`config.mk`:
```
export PLATFORM = sky130hd
export DESIGN_NAME = gal_top
export DESIGN_NICKNAME = d
export VERILOG_FILES = /design/src/hdl/gal_level.v /design/src/hdl/gal_top.v
export VERILOG_INCLUDE_DIRS = /design/src /design/src/hdl
export SDC_FILE = /design/constraint.sdc
export NUM_CORES = 1
export LEC_CHECK = 0
export BUFFER_PORTS_ARGS = -buffer_cell sky130_fd_sc_hd__buf_2
export CORE_ASPECT_RATIO = 0.5
export CORE_UTILIZATION = 40
export DETAILED_ROUTE_END_ITERATION = 12
export GPL_TIMING_DRIVEN = 1
export PLACE_DENSITY = 0.6
export SLEW_MARGIN = 20
export SYNTH_ARGS = -nofsm -noshare
export SYNTH_HDL_FRONTEND = slang
export SYNTH_SLANG_ARGS = --single-unit
```
`constraint.sdc`:
```
create_clock -name core_clk -period 4.8 [get_ports core_clk]
set_input_delay 0.72 -clock core_clk [delete_from_list [all_inputs] [get_ports core_clk]]
set_output_delay 0.72 -clock core_clk [all_outputs]
set_load 0.1 [all_outputs]
```
`src/hdl/gal_consts.vh`:
```
// Constants for the two-level gas alarm logic.
`ifndef GAL_CONSTS_VH
`define GAL_CONSTS_VH

// Clock rate and timing figures.
`define GAL_SEC_CYCLES 25'h17d7840
`define GAL_FLASH_CYCLES 25'h0bebc20
`define GAL_DELAY_S_RST 8'h02

// Factory-preset values, loaded at manufacture.
`define GAL_SETPOINT1 16'h0032
`define GAL_SETPOINT2 16'h0064
`define GAL_SUPPRESS 16'h0009

// Register addresses.
`define GAL_ADDR_CTRL 4'h0
`define GAL_ADDR_DELAY 4'h1
`define GAL_ADDR_STATUS 4'h2
`define GAL_ADDR_INT_STAT 4'h3
`define GAL_ADDR_INT_MASK 4'h4
`define GAL_ADDR_CONC 4'h5

// Control register fields and reset value.
`define GAL_CTRL_DELAY_EN 0
`define GAL_CTRL_LATCH 1
`define GAL_CTRL_ENERGIZED 2
`define GAL_CTRL_ZERO_FOLLOW 3
`define GAL_CTRL_SENS_CORR 4
`define GAL_CTRL_RST 5'h01

// Interrupt bit positions.
`define GAL_INT_ALARM1 0
`define GAL_INT_ALARM2 1
`define GAL_INT_OVER 2
`define GAL_INT_RESET 3

`endif

```
`src/hdl/gal_level.v`:
```
// One alarm level: delay qualification, latch and lamp state.
`default_nettype none

module gal_level (
    // Clock and reset
    input wire core_clk,
    input wire rst_n,
    // Conditions
    input wire at_or_above,
    input wire sec_tick,
    input wire flash_phase,
    input wire delay_en,
    input wire [7:0] delay_s,
    input wire latch_mode,
    input wire reset_pulse,
    // Results
    output reg alarm,
    output reg contact,
    output reg lamp
);

    reg [7:0] cnt;
    reg latched;
    reg acked;
    wire qualified;

    // The delay restarts from zero on every drop, so a spiky reading never accumulates.
    assign qualified = at_or_above && (!delay_en || delay_s == 8'h00 || cnt >= delay_s);

    always @(posedge core_clk) begin
        if (!rst_n) begin
            cnt <= 8'h00;
            alarm <= 1'b0;
            latched <= 1'b0;
            acked <= 1'b0;
            contact <= 1'b0;
            lamp <= 1'b0;
        end else begin
            if (!at_or_above) begin
                cnt <= 8'h00;
            end else if (sec_tick && cnt < delay_s) begin
                cnt <= cnt + 8'h01;
            end
            alarm <= qualified;
            if (qualified) begin
                latched <= 1'b1;
            end else if (reset_pulse) begin
                latched <= 1'b0;
            end
            if (!qualified) begin
                acked <= 1'b0;
            end else if (reset_pulse) begin
                acked <= 1'b1;
            end
            if (latch_mode) begin
                contact <= qualified || latched;
                if (!qualified) begin
                    lamp <= 1'b0;
                end else if (acked || reset_pulse) begin
                    lamp <= 1'b1;
                end else begin
                    lamp <= flash_phase;
                end
            end else begin
                contact <= qualified;
                lamp <= qualified;
            end
        end
    end

endmodule

`default_nettype wire

```
`src/hdl/gal_top.v`:
```
// Top of the two-level gas alarm logic with its register port.
`default_nettype none
`include "gal_consts.vh"

// Summary of operation
// - Alarm when measured concentration is at or above the setpoint.
// - Two independent levels, each lamp lit at its own setpoint.
// - Alarm delay, two seconds by default, may be switched off.
// - Both setpoints are fixed factory constants.
// - Auto-reset mode: contact closes once concentration reaches the setpoint.
// - Auto-reset mode: contact releases alone when concentration falls below.
// - Self-latching mode: contact also closes at the setpoint.
// - Self-latching mode: lamp flashes while alarmed and not yet reset.
// - Self-latching mode: flashing lamp turns steady after a reset.
// - Self-latching mode: lamp goes out when concentration falls below.
// - In detection mode, mode, up, down or set key resets alarms.
// - Over-range concentration shows a fixed over-scale symbol.
// - Green power lamp stays lit steadily while operating.
// - Setting display cycles setpoints, delay, suppression, zero-follow, correction, wraps.
// - Zero-follow item is skipped unless a compatible sensor unit is fitted.
// - Energized contact mode: contact reads activated when the detector is off.
module gal_top #(
    parameter [24:0] SEC_CYCLES = `GAL_SEC_CYCLES,
    parameter [24:0] FLASH_CYCLES = `GAL_FLASH_CYCLES
) (
    // Clock and reset
    input wire core_clk,
    input wire rst_n,
    // Measurement from the sensing path
    input wire [15:0] conc,
    input wire over_range,
    input wire detection_mode,
    input wire setting_active,
    input wire sensor_unit_type_a,
    input wire sensor_unit_type_b,
    input wire detector_on,
    // Front keys, asynchronous pins
    input wire key_mode,
    input wire key_up,
    input wire key_down,
    input wire key_set,
    // Register port
    input wire [3:0] reg_addr,
    input wire [31:0] reg_wdata,
    input wire reg_wr,
    input wire reg_rd,
    output reg [31:0] reg_rdata,
    output wire irq,
    // Lamps and contacts
    output wire first_alarm_lamp,
    output wire second_alarm_lamp,
    output reg power_lamp,
    output reg contact1_coil,
    output reg contact2_coil,
    // Display
    output reg disp_over_scale,
    output reg [5:0] disp_item,
    output reg [15:0] disp_value
);

    // Setting display items, one-hot.
    localparam [5:0] ST_SP1 = 6'h01;
    localparam [5:0] ST_SP2 = 6'h02;
    localparam [5:0] ST_DLY = 6'h04;
    localparam [5:0] ST_SUP = 6'h08;
    localparam [5:0] ST_ZF = 6'h10;
    localparam [5:0] ST_SC = 6'h20;

    reg [4:0] ctrl;
    reg [7:0] delay_s;
    reg [3:0] int_stat;
    reg [3:0] int_mask;
    reg [5:0] item;
    reg [5:0] next_item;
    reg [24:0] sec_cnt;
    reg [24:0] flash_cnt;
    reg sec_tick;
    reg flash_phase;
    reg setting_q;
    reg over_q;
    reg [1:0] alarm_q;
    reg [3:0] key_s1;
    reg [3:0] key_s2;
    reg [3:0] key_s3;
    reg [3:0] key_stable;
    reg [3:0] key_prev;
    wire [3:0] key_pin;
    wire [3:0] key_press;
    wire reset_pulse;
    wire zf_fitted;
    wire step_fwd;
    wire step_back;
    wire [1:0] at_or_above;
    wire [1:0] alarm;
    wire [1:0] contact;
    wire [3:0] events;
    wire rd_int;
    wire [31:0] status_word;
    wire [1:0] lamp;

    assign key_pin = {key_set, key_down, key_up, key_mode};

    // Three-stage key synchroniser; a level is taken once stages two and three agree.
    genvar k;
    generate
        for (k = 0; k < 4; k = k + 1) begin : g_key
            always @(posedge core_clk) begin
                if (!rst_n) begin
                    key_s1[k] <= 1'b0;
                    key_s2[k] <= 1'b0;
                    key_s3[k] <= 1'b0;
                    key_stable[k] <= 1'b0;
                    key_prev[k] <= 1'b0;
                end else begin
                    key_s1[k] <= key_pin[k];
                    key_s2[k] <= key_s1[k];
                    key_s3[k] <= key_s2[k];
                    if (key_s2[k] == key_s3[k]) begin
                        key_stable[k] <= key_s3[k];
                    end
                    key_prev[k] <= key_stable[k];
                end
            end
        end
    endgenerate

    assign key_press = key_stable & ~key_prev;
    assign reset_pulse = detection_mode && (key_press != 4'h0);

    // Setpoints are compile-time constants, never written by software.
    assign at_or_above[0] = (conc >= `GAL_SETPOINT1) || over_range;
    assign at_or_above[1] = (conc >= `GAL_SETPOINT2) || over_range;

    // One-second tick for the delay count.
    always @(posedge core_clk) begin
        if (!rst_n) begin
            sec_cnt <= 25'h0000000;
            sec_tick <= 1'b0;
        end else begin
            sec_tick <= (sec_cnt == SEC_CYCLES - 25'h0000001);
            if (sec_cnt == SEC_CYCLES - 25'h0000001) begin
                sec_cnt <= 25'h0000000;
            end else begin
                sec_cnt <= sec_cnt + 25'h0000001;
            end
        end
    end

    // One flash phase serves both lamps, so two latched levels blink in step.
    always @(posedge core_clk) begin
        if (!rst_n) begin
            flash_cnt <= 25'h0000000;
            flash_phase <= 1'b0;
        end else if (flash_cnt == FLASH_CYCLES - 25'h0000001) begin
            flash_cnt <= 25'h0000000;
            flash_phase <= ~flash_phase;
        end else begin
            flash_cnt <= flash_cnt + 25'h0000001;
        end
    end

    // The tick runs free, so a delay of N seconds may end up to one tick early.
    genvar l;
    generate
        for (l = 0; l < 2; l = l + 1) begin : g_level
            gal_level gal_level_i (
                .core_clk(core_clk),
                .rst_n(rst_n),
                .at_or_above(at_or_above[l]),
                .sec_tick(sec_tick),
                .flash_phase(flash_phase),
                .delay_en(ctrl[`GAL_CTRL_DELAY_EN]),
                .delay_s(delay_s),
                .latch_mode(ctrl[`GAL_CTRL_LATCH]),
                .reset_pulse(reset_pulse),
                .alarm(alarm[l]),
                .contact(contact[l]),
                .lamp(lamp[l])
            );
        end
    endgenerate

    assign first_alarm_lamp = lamp[0];
    assign second_alarm_lamp = lamp[1];

    // Power lamp follows the power switch steadily; it is never blinked.
    always @(posedge core_clk) begin
        if (!rst_n) begin
            power_lamp <= 1'b0;
        end else begin
            power_lamp <= detector_on;
        end
    end

    // Coil drive: in energized mode the relay is held in the quiet state, so loss of
    // power drops it into the activated position.
    always @(posedge core_clk) begin
        if (!rst_n) begin
            contact1_coil <= 1'b0;
            contact2_coil <= 1'b0;
        end else begin
            if (!detector_on) begin
                contact1_coil <= 1'b0;
                contact2_coil <= 1'b0;
            end else if (ctrl[`GAL_CTRL_ENERGIZED]) begin
                contact1_coil <= ~contact[0];
                contact2_coil <= ~contact[1];
            end else begin
                contact1_coil <= contact[0];
                contact2_coil <= contact[1];
            end
        end
    end

    // Setting display sequencer.
    assign zf_fitted = sensor_unit_type_a || sensor_unit_type_b;
    assign step_fwd = setting_active && (key_press[1] || key_press[3]);
    assign step_back = setting_active && key_press[2];

    always @* begin
        next_item = item;
        if (setting_active && !setting_q) begin
            next_item = ST_SP1;
        end else if (step_fwd) begin
            case (item)
                ST_SP1: next_item = ST_SP2;
                ST_SP2: next_item = ST_DLY;
                ST_DLY: next_item = ST_SUP;
                ST_SUP: next_item = zf_fitted ? ST_ZF : ST_SC;
                ST_ZF: next_item = ST_SC;
                ST_SC: next_item = ST_SP1;
                default: next_item = ST_SP1;
            endcase
        end else if (step_back) begin
            case (item)
                ST_SP1: next_item = ST_SC;
                ST_SP2: next_item = ST_SP1;
                ST_DLY: next_item = ST_SP2;
                ST_SUP: next_item = ST_DLY;
                ST_ZF: next_item = ST_SUP;
                ST_SC: next_item = zf_fitted ? ST_ZF : ST_SUP;
                default: next_item = ST_SP1;
            endcase
        end
    end

    // Entering the setting display always starts from the first setpoint.
    always @(posedge core_clk) begin
        if (!rst_n) begin
            item <= ST_SP1;
            setting_q <= 1'b0;
        end else begin
            item <= next_item;
            setting_q <= setting_active;
        end
    end

    always @(posedge core_clk) begin
        if (!rst_n) begin
            disp_item <= 6'h00;
            disp_value <= 16'h0000;
            disp_over_scale <= 1'b0;
        end else begin
            disp_over_scale <= over_range && !setting_active;
            if (setting_active) begin
                disp_item <= next_item;
                case (next_item)
                    ST_SP1: disp_value <= `GAL_SETPOINT1;
                    ST_SP2: disp_value <= `GAL_SETPOINT2;
                    ST_DLY: disp_value <= {8'h00, delay_s};
                    ST_SUP: disp_value <= `GAL_SUPPRESS;
                    ST_ZF: disp_value <= {15'h0000, ctrl[`GAL_CTRL_ZERO_FOLLOW]};
                    ST_SC: disp_value <= {15'h0000, ctrl[`GAL_CTRL_SENS_CORR]};
                    default: disp_value <= 16'h0000;
                endcase
            end else begin
                disp_item <= 6'h00;
                disp_value <= over_range ? 16'hffff : conc;
            end
        end
    end

    // Event edge detectors; they idle low like their sources, so reset makes no false event.
    always @(posedge core_clk) begin
        if (!rst_n) begin
            over_q <= 1'b0;
            alarm_q <= 2'b00;
        end else begin
            over_q <= over_range;
            alarm_q <= alarm;
        end
    end

    assign events = {reset_pulse, over_range && !over_q, alarm & ~alarm_q};
    assign rd_int = reg_rd && (reg_addr == `GAL_ADDR_INT_STAT);
    assign irq = (int_stat & int_mask) != 4'h0;
    assign status_word = {26'h0000000, setting_active, over_range, contact, alarm};

    // Sticky status; an event in the cycle of the clearing read is kept, so none is lost.
    always @(posedge core_clk) begin
        if (!rst_n) begin
            int_stat <= 4'h0;
        end else begin
            int_stat <= (rd_int ? 4'h0 : int_stat) | events;
        end
    end

    // Writable registers; writes to read-only or unmapped offsets are ignored.
    always @(posedge core_clk) begin
        if (!rst_n) begin
            ctrl <= `GAL_CTRL_RST;
            delay_s <= `GAL_DELAY_S_RST;
            int_mask <= 4'h0;
        end else if (reg_wr) begin
            case (reg_addr)
                `GAL_ADDR_CTRL: ctrl <= reg_wdata[4:0];
                `GAL_ADDR_DELAY: delay_s <= reg_wdata[7:0];
                `GAL_ADDR_INT_MASK: int_mask <= reg_wdata[3:0];
                default: ctrl <= ctrl;
            endcase
        end
    end

    // Read data stand only in the cycle after the strobe, then fall back to zero.
    always @(posedge core_clk) begin
        if (!rst_n) begin
            reg_rdata <= 32'h00000000;
        end else if (reg_rd) begin
            case (reg_addr)
                `GAL_ADDR_CTRL: reg_rdata <= {27'h0000000, ctrl};
                `GAL_ADDR_DELAY: reg_rdata <= {24'h000000, delay_s};
                `GAL_ADDR_STATUS: reg_rdata <= status_word;
                `GAL_ADDR_INT_STAT: reg_rdata <= {28'h0000000, int_stat};
                `GAL_ADDR_INT_MASK: reg_rdata <= {28'h0000000, int_mask};
                `GAL_ADDR_CONC: reg_rdata <= {16'h0000, conc};
                default: reg_rdata <= 32'h00000000;
            endcase
        end else begin
            reg_rdata <= 32'h00000000;
        end
    end

endmodule

`default_nettype wire

```
-- Word-level counts from Yosys, hierarchy flattened
Cells that the tools add are included.
- flip-flop bits (word level): 187
- output and inout port bits: 61
- word-level logic and storage cells: 163
- input bits: 66
- $lt $le $gt $ge: 6
- eq/ne operators: 23
- reduce and logical (&&, ||, !) cells: 44
- $add $sub $neg: 4
- mux-type cells: 25
- bitwise logic cells: 10
- operators by type and width (operator ; count):
    case mux 16 bit (6 select lines) ; 1
    case mux 6 bit (5 select lines) ; 2
    adder 25 x 1 -> 25 bit (second input constant) ; 2
    case mux 8 bit (6 select lines) ; 1
    2-to-1 mux 16 bit ; 2
    == test 25 x 24 -> 1 bit (second input constant) ; 1
    == test 25 bit (second input constant) ; 1
    2-to-1 mux 6 bit ; 4
    AND reduction 2 bit ; 10
    adder 8 x 1 -> 8 bit (second input constant) ; 2
    >= comparator 16 x 6 -> 1 bit (second input constant) ; 1
    >= comparator 16 x 7 -> 1 bit (second input constant) ; 1
    >= comparator 8 bit ; 2
    less-than comparator 8 bit ; 2
    2-to-1 mux 1 bit ; 13
    == test 6 x 1 -> 1 bit (second input constant) ; 2
    == test 6 x 2 -> 1 bit (second input constant) ; 2
    == test 6 x 3 -> 1 bit (second input constant) ; 2
    == test 6 x 4 -> 1 bit (second input constant) ; 2
    == test 6 x 5 -> 1 bit (second input constant) ; 2
    == test 6 bit (second input constant) ; 2
    logical AND 1 bit ; 11
    logical OR 1 bit ; 11
    AND 4 bit ; 2
    17 further kinds ; 31

-- Logic depth before layout (Yosys ltp)
- depth in word-level cells: 9
- depth in mapped cells: 9

-- Cells and area by module
From an unflattened synthesis, not the netlist that was laid out.
- cells, all modules: 849
- area total of the unflattened synthesis: 7596.0 µm²
- modules (own cells, without submodules) (module ; times used ; area each (µm²) ; cells an instance):
    gal_top ; 1 ; 6029.5 ; 671
    gal_level ; 2 ; 783.3 ; 89

-- Worst setup path before layout
No wires, ideal clock.
- path type: register to register
- start point: reg delay_s[1]
- end point: reg g_level[1].gal_level_i.cnt[6]
- arrival: 2.259 ns
- path buffers: 0
- stages on the path, launching flop included: 10
- library setup time: 0.073 ns
- setup slack: 2.468 ns
- path through: dfxtp_1 > inv_1 > ha_1 > nor2b_1 > o21a_1 > o21a_1 > o21bai_1 > nand4_1 > or4b_2 > a21oi_1
- longest elaborated chain between the ends: 2
- ends and longest elaborated chain (element ; line ; RTL):
    start: declaration ; gal_top.v:70 ; reg [7:0] delay_s;
    start signal: assignment ; gal_top.v:312 ; delay_s <= `GAL_DELAY_S_RST;
    start signal: assignment ; gal_top.v:317 ; `GAL_ADDR_DELAY: delay_s <= reg_wdata[7:0];
    less-than comparator 8 bit ; gal_level.v:41 ; end else if (sec_tick && cnt < delay_s) begin
    logical AND 1 bit ; gal_level.v:41 ;
    end signal: assignment ; gal_level.v:42 ; cnt <= cnt + 8'h01;
    end: declaration ; gal_level.v:22 ; reg [7:0] cnt;
Every way passes these cells.
A chain may end at the register's enable or synchronous reset.

-- Worst setup path after layout
- start point: reg delay_s[1]
- end point: reg g_level[1].gal_level_i.cnt[7]
Same word-level chain as after synthesis.

==> reports/qor.yml <==
outcome:
  status: "complete, no violations"
clock_tree:
  cts_buffers: 17
  clock-root-buffer: "clkbuf_16"
  h-tree-depth: 4
  cts_buffer_depth: 2
  cts.repair.resized: 0
  insertion_delay_ps: 430
  cts_sinks: 171
  clk_pin_slew_ps: 70
  cts_hold_buf: 0
  cts_setup_buffers: 0
  cts_tree: "built"
floorplan:
  die_h_um: 98.7
  ioPinCount: 127
  core_um2: 17800
  start_util: 0.420
  rows: 34
  die_area_um2: 19300
  die_x_um: 195
timing:
  slew_violations: 0
  finalCriticalPeriod_ps: 2750
  fmax_mhz: 363
  tightest_slew_ps: 975
  hold_viol_final: 0
  fin_worst_skew_ps: 11.8
  finalSetupViolCount: 0
  grt_setup_unrepaired: "false"
  setup_slack_ps: 2050
  finalSetupTns_ps: 0
  period_share: 0.573
  slew_headroom: 0.349
setup_path:
  slowest_delay_ps: 580
  r2r-start: "delay_s[1]"
  crit_family: "simple AND/OR/NAND/NOR gates"
  reg2reg_depth: 9
  regToRegSetupSlack_ps: 2050
  crit_top_cell: "o21a_1"
  critPathMaxFanout: 9
  crit_arrival_ps: 3100
  crit_buf_inv: 1
  cp-end-kind: "register"
  r2r-end: "g_level[1].gal_level_i.cnt[7]"
  crit_chain: "inv_1 -> ha_1 -> nor2b_1 -> o21a_1 -> o21a_1 -> o21bai_1 -> nand3_1 -> or4_1 -> a21oi_1"
  required_ps: 5140
  worstSetupPathType: "reg -> reg"
  worst_path_max_delay_cell: "or4_1"
  startpoint_type: "register"
yosys:
  async_flop_share: 0
  synth_cell_type_count: 65
  netlist_area_um2: 7480
  seq_area_frac_synth: 0.458
  synthFlopType: "dfxtp_1"
  avgSynthCellArea_um2: 8.95
  ys_warn_count: 0
  ys_ff_latch: 171
  synthCells: 836
  synth-edff-count: 0
drt:
  vias_per_cell: 5.02
  ant_nets: 0
  avgRoutedWirePerCell_um: 14.0
  drc: 0
  routed-via-count: 5795
  first_pass_iters: 6
  finalWirelength_um: 16200
  first_iter_violations: 301
global_route:
  antenna_found_initial: 0
  grt_max_degree: 39
  gr-total-overflow: 0
  grt_pass1_wl_um: 27500
  grt_usage: 0.178
  grt_pass1_vias: 5682
placement:
  dp_slack_ps: 1910
  port_buffers: 86
  dp_hpwl_um: 11700
  place.gp.congestion: 0.876
finish:
  fin_util: 0.482
  layout-drive-gt1-share: 0.152
  fillers: 1679
  diodes: 0
  final_nets: 994
  multi_input_area_um2: 3770
  area_growth_pct: 14.9
  final-seq-area_um2: 3420
power_and_ir_drop:
  p_comb_frac: 0.087
  pwr-share-seq: 0.469
  switching_share: 0.266
  total_power_w: 0.00311
  p_leak_nw: 3.64
  internal_power_w: 0.00228
  cellPowerDensity_nw_per_um2: 361
  p_switching_w: 0.000825
  ir_drop_v: 0.000210
  p_clk_frac: 0.444
flow_run:
  drv_cap: 0
hold_path:
  hold_end: "key_s2[1]"
  worstHoldStart: "key_s1[1]"
  holdPathStages: 1
  hold_class: "reg -> reg"
## cells in the mapped netlist, drive strengths merged (3+ instances only)
library cell,instances,area (µm²)
xnor2,26,228
a21oi,20,100
o21bai,4,30.0
nand2b,11,68.8
a221o,3,30.0
mux2i,24,240
nor4b,4,35.0
inv,23,86.3
a211o,7,66.3
a211oi,4,42.5
and3,15,93.8
nand4,22,138
nor3b,3,33.8
a22oi,4,30.0
nand3,36,180
and2,30,188
a21o,7,52.6
o31ai,4,35.0
ha,20,250
nor3,11,55.1
o211ai,3,27.5
mux2,6,67.6
a221oi,3,26.3
dfxtp,171,3420
o21a,6,45.0
nor2b,11,68.8
nand2,48,188
xor2,34,298
clkbuf,25,93.8
o21ai,19,95.1
o311a,4,40.0
nor4,11,75.1
buf,23,161
a31oi,5,31.3
nor2,157,589
or4,4,33.8
or3,5,31.3
## kinds of logic after synthesis
family,synth area share
multiplexers,0.0412
buffers and inverters,0.0457
AND/OR/NAND/NOR,0.250
XOR/XNOR,0.0703
flip-flops,0.458
AO/OA/AOI/OAI,0.102
other,0.000501
adder cells (fa/ha/maj),0.0335
## through the flow
step,hold WS [ps],std cells,instance area [µm²]
2_1_floorplan,412,851,7540
3_3_place_gp,415,1123,8000
3_5_place_dp,420,1123,8000
4_1_cts,437,1155,8590
5_1_grt,459,1155,8590
6_report,433,1155,8590
## state kept, by name (all words and copies together) (netlist names), 2 cells and up
| register | count |
|---|---|
| disp_item | 6 |
| key_s2 | 4 |
| g_level.gal_level_i.lamp | 2 |
| item | 6 |
| g_level.gal_level_i.cnt | 16 |
| ctrl | 5 |
| key_s3 | 4 |
| flash_cnt | 25 |
| g_level.gal_level_i.latched | 2 |
| alarm_q | 2 |
| key_stable | 4 |
| disp_value | 16 |
| sec_cnt | 25 |
| int_stat | 4 |
| key_prev | 4 |
| g_level.gal_level_i.alarm | 2 |
| g_level.gal_level_i.contact | 2 |
| reg_rdata | 16 |
| g_level.gal_level_i.acked | 2 |
| delay_s | 8 |
| int_mask | 4 |
| key_s1 | 4 |
## final cells by class
type                            instances  area share
Multi-Input combinational cell        609       0.439
Clock buffer                           19      0.0504
Tap cell                              234      0.0341
Clock inverter                         13      0.0183
Timing Repair Buffer                   86      0.0501
Inverter                               23      0.0100
Sequential cell                       171       0.398
## cells in the final DEF (no fill, tap or decap), types with 6 or more instances in the layout
master and n:
ha_1 20, and3_1 15, and2_1 30, xor2_1 34
a21o_1 7, clkbuf_16 17, dfxtp_1 171, nand3_1 36
nand2b_1 11, inv_1 23, conb_1 16, nor4_1 10
a21oi_1 20, nor3_1 11, xnor2_1 26, o21a_1 6
nand2_1 47, nand4_1 22, nor2b_1 11, mux2i_1 24
nor2_1 157, mux2_2 6, buf_2 86, o21ai_0 18
## how the worst max path moves through the flow
stage,startpoint,to,depth (start not counted)
after floorplan,delay_s[1],g_level[1].gal_level_i.cnt[6],9
after global placement,setting_active,disp_value[3],8
after detailed placement,setting_active,disp_value[3],8
after CTS,delay_s[1],g_level[1].gal_level_i.cnt[7],9
after global routing,delay_s[1],g_level[1].gal_level_i.cnt[7],9
final,delay_s[1],g_level[1].gal_level_i.cnt[7],9
## power groups by stage
stage               Combinational (W)  Clock, W  Sequential, W
floorplan                    0.000145         0        0.00157
global placement             0.000268         0        0.00149
detailed placement           0.000270         0        0.00149
finish                       0.000270   0.00138        0.00146
CTS                          0.000271   0.00142        0.00146
global route                 0.000286   0.00148        0.00146
## routing by layer
metal | vias to the layer above | part of all wire | GRT usage
met5 | - | 0 | 0
met4 | 0 | 0.010 | 0.0569
met3 | 15 | 0.043 | 0.0448
met2 | 106 | 0.46 | 0.294
met1 | 2691 | 0.49 | 0.228
li1 | 2983 | - | -
Power figures use the tool's default switching activity.
